[src/bfo_regs.svh]
// Constants for the bit-oriented file-register instruction decoder.
`ifndef BFO_REGS_SVH
`define BFO_REGS_SVH

// ==========================================================================
// Instruction word fields
// ==========================================================================
`define BFO_WORD_W       14
`define BFO_ADDR_LSB     0
`define BFO_ADDR_MSB     6
`define BFO_BIT_LSB      7
`define BFO_BIT_MSB      9
`define BFO_OP_LSB       10
`define BFO_OP_MSB       13
`define BFO_OP_CLEAR     4'h4
`define BFO_OP_SET       4'h5
`define BFO_OP_TEST_CLR  4'h6

// ==========================================================================
// Reset values
// ==========================================================================
`define BFO_RST_ADDR     7'h00
`define BFO_RST_DATA     8'h00

`endif

[src/bfo_pkg.sv]
// Types for the bit-oriented file-register instruction decoder.
package bfo_pkg;
    typedef logic [13:0] bfo_word_t;
    typedef logic [6:0]  bfo_addr_t;
    typedef logic [2:0]  bfo_bit_t;
    typedef logic [7:0]  bfo_data_t;
    typedef enum logic [1:0] {
        BFO_OP_NONE  = 2'b00,
        BFO_OP_CLR   = 2'b01,
        BFO_OP_SET   = 2'b10,
        BFO_OP_TST   = 2'b11
    } bfo_op_t;
    typedef enum logic [0:0] {
        BFO_ST_RUN   = 1'b0,
        BFO_ST_FLUSH = 1'b1
    } bfo_state_t;
endpackage

[src/bfo_decode.sv]
// Field decoder for one instruction word.
`timescale 1ns/1ps
`include "bfo_regs.svh"

module bfo_decode (
    // Instruction word
    input  wire logic [13:0] word_i,
    // Decoded fields
    output logic      [1:0]  op_o,
    output logic      [6:0]  addr_o,
    output logic      [2:0]  bit_o
);
    import bfo_pkg::*;

    // ======================================================================
    // Field extraction
    // ======================================================================
    always_comb begin
        addr_o = word_i[`BFO_ADDR_MSB:`BFO_ADDR_LSB];
        bit_o  = word_i[`BFO_BIT_MSB:`BFO_BIT_LSB];
        if (word_i[`BFO_OP_MSB:`BFO_OP_LSB] == `BFO_OP_CLEAR) begin
            op_o = BFO_OP_CLR;
        end else if (word_i[`BFO_OP_MSB:`BFO_OP_LSB] == `BFO_OP_SET) begin
            op_o = BFO_OP_SET;
        end else if (word_i[`BFO_OP_MSB:`BFO_OP_LSB] == `BFO_OP_TEST_CLR) begin
            op_o = BFO_OP_TST;
        end else begin
            op_o = BFO_OP_NONE;
        end
    end
endmodule

[src/bfo_exec.sv]
// Execute stage for bit clear, bit set and bit test with skip.
`timescale 1ns/1ps
`include "bfo_regs.svh"

module bfo_exec (
    // Clock and reset
    input  wire logic            core_clk_i,
    input  wire logic            reset_i,
    // Instruction from the fetch pipeline
    input  wire bfo_pkg::bfo_word_t instr_i,
    input  wire logic            instr_valid_i,
    // Register file
    output bfo_pkg::bfo_addr_t   rf_addr_o,
    input  wire bfo_pkg::bfo_data_t rf_rdata_i,
    output bfo_pkg::bfo_data_t   rf_wdata_o,
    output logic                 rf_we_o,
    // Pipeline control
    output logic                 flush_o,
    output logic                 nop_exec_o,
    output logic                 done_o,
    output logic                 status_we_o
);
    import bfo_pkg::*;

    logic [1:0]  dec_op;
    bfo_addr_t   dec_addr;
    bfo_bit_t    dec_bit;
    bfo_state_t  state_reg;
    bfo_state_t  state_next;
    bfo_addr_t   waddr_reg;
    bfo_addr_t   waddr_next;
    bfo_data_t   wdata_reg;
    bfo_data_t   wdata_next;
    logic        we_reg;
    logic        we_next;
    logic        done_reg;
    logic        done_next;
    logic        nop_reg;
    logic        nop_next;
    logic        sel_bit;

    // ======================================================================
    // Decode
    // ======================================================================
    bfo_decode i_bfo_decode (
        .word_i (instr_i),
        .op_o   (dec_op),
        .addr_o (dec_addr),
        .bit_o  (dec_bit)
    );

    function automatic bfo_data_t bfo_mod_bit(input bfo_data_t d, input bfo_bit_t b,
                                              input logic v);
        bfo_data_t r;
        r    = d;
        r[b] = v;
        return r;
    endfunction

    // The read address is combinational so the register file answers in the same cycle.
    assign rf_addr_o   = dec_addr;
    assign sel_bit     = rf_rdata_i[dec_bit];
    // No instruction handled here changes a status flag.
    assign status_we_o = 1'b0;
    // Flush is a combinational output, so the fetch stage drops its prefetch at once.
    assign flush_o     = (state_reg == BFO_ST_RUN) && instr_valid_i
                         && (dec_op == BFO_OP_TST) && !sel_bit;

    // ======================================================================
    // Execute
    // ======================================================================
    always_comb begin
        state_next = state_reg;
        waddr_next = waddr_reg;
        wdata_next = wdata_reg;
        we_next    = 1'b0;
        done_next  = 1'b0;
        nop_next   = 1'b0;
        case (state_reg)
            BFO_ST_RUN: begin
                if (instr_valid_i) begin
                    case (dec_op)
                        BFO_OP_CLR: begin
                            waddr_next = dec_addr;
                            wdata_next = bfo_mod_bit(rf_rdata_i, dec_bit, 1'b0);
                            we_next    = 1'b1;
                            done_next  = 1'b1;
                        end
                        BFO_OP_SET: begin
                            waddr_next = dec_addr;
                            wdata_next = bfo_mod_bit(rf_rdata_i, dec_bit, 1'b1);
                            we_next    = 1'b1;
                            done_next  = 1'b1;
                        end
                        BFO_OP_TST: begin
                            if (!sel_bit) begin
                                state_next = BFO_ST_FLUSH;
                            end else begin
                                done_next  = 1'b1;
                            end
                        end
                        default: begin
                            done_next = 1'b0;
                        end
                    endcase
                end
            end
            BFO_ST_FLUSH: begin
                // The discarded word is replaced by an idle cycle; its input is ignored.
                nop_next   = 1'b1;
                done_next  = 1'b1;
                state_next = BFO_ST_RUN;
            end
            default: begin
                state_next = BFO_ST_RUN;
            end
        endcase
    end

    always_ff @(posedge core_clk_i) begin
        if (reset_i) begin
            state_reg <= BFO_ST_RUN;
            waddr_reg <= `BFO_RST_ADDR;
            wdata_reg <= `BFO_RST_DATA;
            we_reg    <= 1'b0;
            done_reg  <= 1'b0;
            nop_reg   <= 1'b0;
        end else begin
            state_reg <= state_next;
            waddr_reg <= waddr_next;
            wdata_reg <= wdata_next;
            we_reg    <= we_next;
            done_reg  <= done_next;
            nop_reg   <= nop_next;
        end
    end

    // Write-back is registered; the register file must write on the edge it sees rf_we_o.
    assign rf_wdata_o = wdata_reg;
    assign rf_we_o    = we_reg;
    assign done_o     = done_reg;
    assign nop_exec_o = nop_reg;

    // The write address is kept only for visibility, because the register file latches
    // its own write address from the read port one cycle before the write strobe.
    // A read of the same byte in the cycle straight after a modify still sees the old value.
    logic unused_waddr;
    assign unused_waddr = ^waddr_reg;
endmodule

[config.mk]
export PLATFORM = sky130hd
export DESIGN_NAME = bfo_exec
export DESIGN_NICKNAME = d
export VERILOG_FILES = /design/src/bfo_pkg.sv /design/src/bfo_decode.sv /design/src/bfo_exec.sv
export VERILOG_INCLUDE_DIRS = /design/src
export SDC_FILE = /design/constraint.sdc
export NUM_CORES = 1
export LEC_CHECK = 0
export BUFFER_PORTS_ARGS = -buffer_cell sky130_fd_sc_hd__buf_2
export CORE_UTILIZATION = 45
export DETAILED_ROUTE_END_ITERATION = 6
export HOLD_SLACK_MARGIN = 0.15
export PLACE_DENSITY = 0.9
export SYNTH_ARGS = -nofsm -noshare
export SYNTH_HDL_FRONTEND = slang
export SYNTH_SLANG_ARGS = --single-unit
[constraint.sdc]
create_clock -name core_clk_i -period 4 [get_ports core_clk_i]
set_input_delay 1.2 -clock core_clk_i [delete_from_list [all_inputs] [get_ports core_clk_i]]
set_output_delay 1.2 -clock core_clk_i [all_outputs]
set_load 0.03 [all_outputs]
== Word-level counts from Yosys, hierarchy flattened ==
Index checks and enable logic that the tools add are counted.

* Memory bits (writable): 0
* ROM bits: 0
* Memories kept: 0
* Latch bits: 0
* Bits in registers: 12

* Add/subtract/negate cells: 0
* Bitwise operators: 5
* Div/mod/pow operators: 0
* Mux-type cells: 18
* Order comparisons: 2
* Multipliers: 0
* Reductions and logical operators: 9
* Eq/ne operators: 6
* Shift operators: 0

{| class="wikitable"
|+ Operators by type and width
! cell !! count
|-
| $pmux 8 s2 || 1
|-
| $eq 4x3->1 const B || 3
|-
| $mux 1 || 9
|-
| $and 8x8->8 || 1
|-
| $not 8->8 || 1
|-
| $or 8x8->8 || 1
|-
| $mux 2 || 3
|-
| $pmux 1 s2 || 3
|-
| $eq 2x2->1 const B || 2
|-
| $logic_and 1x1->1 || 4
|-
| $lt 3x4->1 const B || 1
|-
| $bmux 1 s3 || 1
|-
| $demux 1 s3 || 1
|-
| $ge 3x1->1 const B || 1
|-
| $reduce_and 3->1 || 1
|-
| $reduce_or 3->1 || 1
|-
| $eq 2x1->1 const B || 1
|-
| $not 1->1 || 2
|-
| $reduce_bool 2->1 || 1
|-
| $reduce_or 2->1 || 1
|-
| $logic_not 1->1 || 1
|}

== Logic depth before layout (Yosys ltp) ==
* Word-level depth: 9
* Depth in mapped cells: 9

== Hierarchy ==
From an unflattened synthesis, not the netlist that was laid out.

* Cells, all modules: 96
* Area total of the unflattened synthesis: 797.0 um^2

{| class="wikitable"
|+ Modules (own cells, without submodules)
! module !! cells each !! instances !! seq. area each (um^2) !! area each (um^2)
|-
| bfo_exec || 82 || 1 || 240.2 || 699.4
|-
| bfo_decode || 14 || 1 || 0.0 || 97.6
|}

== Worst setup path after synthesis ==
No wires, ideal clock.

* Kind: input port to output port
* Start point: input instr_i[9]
* End point: output flush_o
* Path buffers: 1
* Arrival: 2.288 ns
* Cell stages on the path: 3
* Data required time: 2.800 ns
* Setup slack: 0.512 ns
* Cell sequence: clkbuf_1 > mux4_2 > and3_1

* Longest elaborated chain between the ends: 4

{| class="wikitable"
|+ Ends and longest elaborated chain
! item !! line !! RTL
|-
| start: declaration || bfo_exec.sv:10 || <nowiki>input wire bfo_pkg::bfo_word_t instr_i,</nowiki>
|-
| $bmux 1 s3 || bfo_exec.sv:62 || <nowiki>assign sel_bit = rf_rdata_i[dec_bit];</nowiki>
|-
| $mux 1 (implied by the code) || bfo_exec.sv:62 ||
|-
| $logic_not 1->1 || - ||
|-
| $logic_and 1x1->1 || bfo_exec.sv:67 || <nowiki>&& (dec_op == BFO_OP_TST) && !sel_bit;</nowiki>
|-
| end: declaration || bfo_exec.sv:18 || <nowiki>output logic flush_o,</nowiki>
|}

No other way between the ends. The select of a mux whose other input is x is not followed.

== Final worst setup path ==
* Start point: input instr_i[7]
* End point: output flush_o

The elaborated chain is that of the path after synthesis.

==> results_dict.tcl <==
set metrics [dict create \
    status "completed" \
    setup_viol 0 \
    synth_common_cells "dfxtp_1, mux2i_1, nor2_1" \
    r2r_cells 3 \
    synth_top_family_by_area "simple AND/OR/NAND/NOR gates" \
    dr.pass1.iters 2 \
    reg2reg_to "rf_wdata_o[4]" \
    powerDensity_nw_per_um2 332 \
    seq_area_frac_synth_pct 32.4 \
    startpoint "instr_i[7]" \
    critPathCapture "flush_o" \
    wl_per_cell_um 12.3 \
    ant_nets 0 \
    r2r_slack_ns 2.71 \
    clk_pin_slew_ns 0.07 \
    grt_pass1_vias 556 \
    insertion_delay_ns 0.27 \
    hold_viol_final 0 \
    cap_violations 0 \
    synth_nets 106 \
    die-area_um2 1820 \
    ys_ff_latch 12 \
    rsz0062_at_grt "false" \
    num_rows 14 \
    synth_top_area_share_pct 32.4 \
    syn_area_um2 742 \
    grt_pass1_wl_um 2280 \
    grt_overflow 0 \
    synth_top_area_cell "dfxtp_1" \
    finalMaxSlewViolations 0 \
    cp.arrival_ns 2.38 \
    critPathKind "input port to primary output" \
    end_kind "primary output" \
    die_h_um 42.6 \
    port_buffers 29 \
    synth_compound_area_share_pct 9.44 \
    clock.fmax_mhz 279 \
    cts_tree "built" \
    finalCritPeriodShare_pct 89.6 \
    synthMuxAreaShare_pct 19.2 \
    vias_per_cell 5.39 \
    async_reset_ff_share_pct 0 \
    vdd_drop_max_v 0.000347 \
    rr_startpoint "state_reg" \
    path_max_fanout 12 \
    totalNegativeSetupSlack_ns 0 \
    core_area_um2 1520 \
    synth_cell_type_count 25 \
    start_util_pct 48.7 \
    cpMaxStageDelayCell "mux4_2" \
    required_ns 2.80 \
    drcViolationCount 0 \
    antenna_found_initial 0 \
    syn_to_final_growth_pct 15.3 \
    setup_slack_ns 0.416 \
    finalWeightedCongestion 0.753 \
    clock-sinks 12 \
    syn_area_per_cell_um2 9.27 \
    slowest_delay_ns 0.49 \
    io_pins 45 \
    synth-simple-area-share_pct 23.9 \
    drtIter0Drc 2 \
    grt.total_usage_pct 17.1 \
    fin_worst_skew_ns 0.000807 \
    post-place-ws_ns 0.428 \
    ctsResizeCount 0 \
    num_antenna_cells 0 \
    grt_max_degree 18 \
    htreeDepth 1 \
    path_cells "buf_2 -> mux2i_1 -> mux4_2 -> and3_1 -> buf_2" \
    crit_path_start_kind "input port" \
    fin_crit_ns 3.58 \
    synth.area.top_cells "dfxtp_1, mux2i_1, a211oi_1" \
    fp.dieW_um 42.6 \
    clock_path_buffers 2 \
    largest_register_ffs 8 \
    cts_buffers 3 \
    place_hpwl_um 1120 \
    cts-root-buf "clkbuf_4" \
    critPathMostFrequentCell "buf_2" \
    fin_area_um2 856 \
    nNetsFinal 126 \
    ctsHoldBuffers 0 \
    vias 620 \
    synth_fa_ha_area_share_pct 1.69 \
    tightest_slew_ns 0.522 \
    p_total_w 0.000284 \
    post_cts_buffers 0 \
    ys.flop_type "dfxtp_1" \
    synthXorXnorAreaFrac_pct 0 \
    wirelength_um 1420 \
    drive_gt1_share_pct 37.4 \
    hold_class "flop to flop" \
    syn_inst 80 \
    leakage_nw 0.407 \
    hold_slack_ns 0.503 \
    relSlewSlack_pct 65.2 \
    place_area_um2 820 \
    synth_edf_count 0 \
    yosysWarnings 0 \
]
worst min-delay path by stage:
stage	start	end	slack (ns)	cells past startpoint
6_report	rf_wdata_o[7]	rf_wdata_o[7]	0.50	2
3_5_place_dp	rf_wdata_o[1]	rf_wdata_o[1]	0.50	2
2_1_floorplan	state_reg	nop_exec_o	0.47	1
4_1_cts	rf_wdata_o[1]	rf_wdata_o[1]	0.51	2
3_3_place_gp	state_reg	nop_exec_o	0.48	1
5_1_grt	state_reg	nop_exec_o	0.52	1
cells by family after synthesis:
logic type | after synthesis
fa+ha+maj | 1
buf+inv | 15
simple gates | 28
other cells | 1
flops | 12
mux | 13
compound gates | 10
area by class of cell:
type	count	area, um^2
Fill cell	152	668
Sequential cell	12	240
Clock buffer	4	36.3
Timing Repair Buffer	30	153
Multi-Input combinational cell	53	407
Tap cell	16	20.0
metrics by stage:
step                utilization, %  cells
floorplan                        -     80
global placement              53.8    111
detailed placement            53.8    111
CTS                           56.2    115
global route                  56.2    115
finish                        56.2    115
per-layer routing:
| metal | track usage [%] | wire, um |
|---|---|---|
| met1 | 20.4 | 593 |
| met5 | 0 | 0 |
| met4 | 4.38 | 0 |
| met2 | 27.1 | 692 |
| met3 | 8.62 | 130 |
where the power goes:
group	internal [W]	leakage (nW)	switching, W
Clock	0.0000553	0.0210	0.0000378
Sequential	0.000125	0.0977	0.00000267
Combinational	0.0000258	0.288	0.0000373
critical path: cells and delay by family:
kind                   cells  cell delay, ns
multiplexers               2            0.61
buffers and inverters      2            0.39
AND/OR/NAND/NOR            1            0.18
layout by cell type, fill, tap and decap left out:
| master | synthesis | final |
|---|---|---|
| ha_1 | 1 | 1 |
| nor2_1 | 9 | 9 |
| nor3_1 | 1 | 1 |
| clkbuf_8 | 0 | 1 |
| buf_4 | 8 | 1 |
| or3b_2 | 1 | 1 |
| nand2_1 | 1 | 1 |
| nor4bb_1 | 2 | 2 |
| mux4_2 | 1 | 1 |
| o21ai_1 | 1 | 1 |
| a211oi_1 | 8 | 8 |
| nor3b_1 | 3 | 3 |
| nor3b_2 | 1 | 1 |
| clkbuf_4 | 0 | 3 |
| mux2i_1 | 12 | 12 |
| nor2b_1 | 3 | 3 |
| dfxtp_1 | 12 | 12 |
| a21oi_1 | 1 | 1 |
| nand3b_1 | 3 | 3 |
| and3_1 | 1 | 1 |
| and3b_1 | 1 | 1 |
| conb_1 | 1 | 1 |
| and4b_1 | 1 | 1 |
| buf_2 | 1 | 29 |
| nand3_1 | 1 | 1 |
Power figures use the tool's default switching activity.
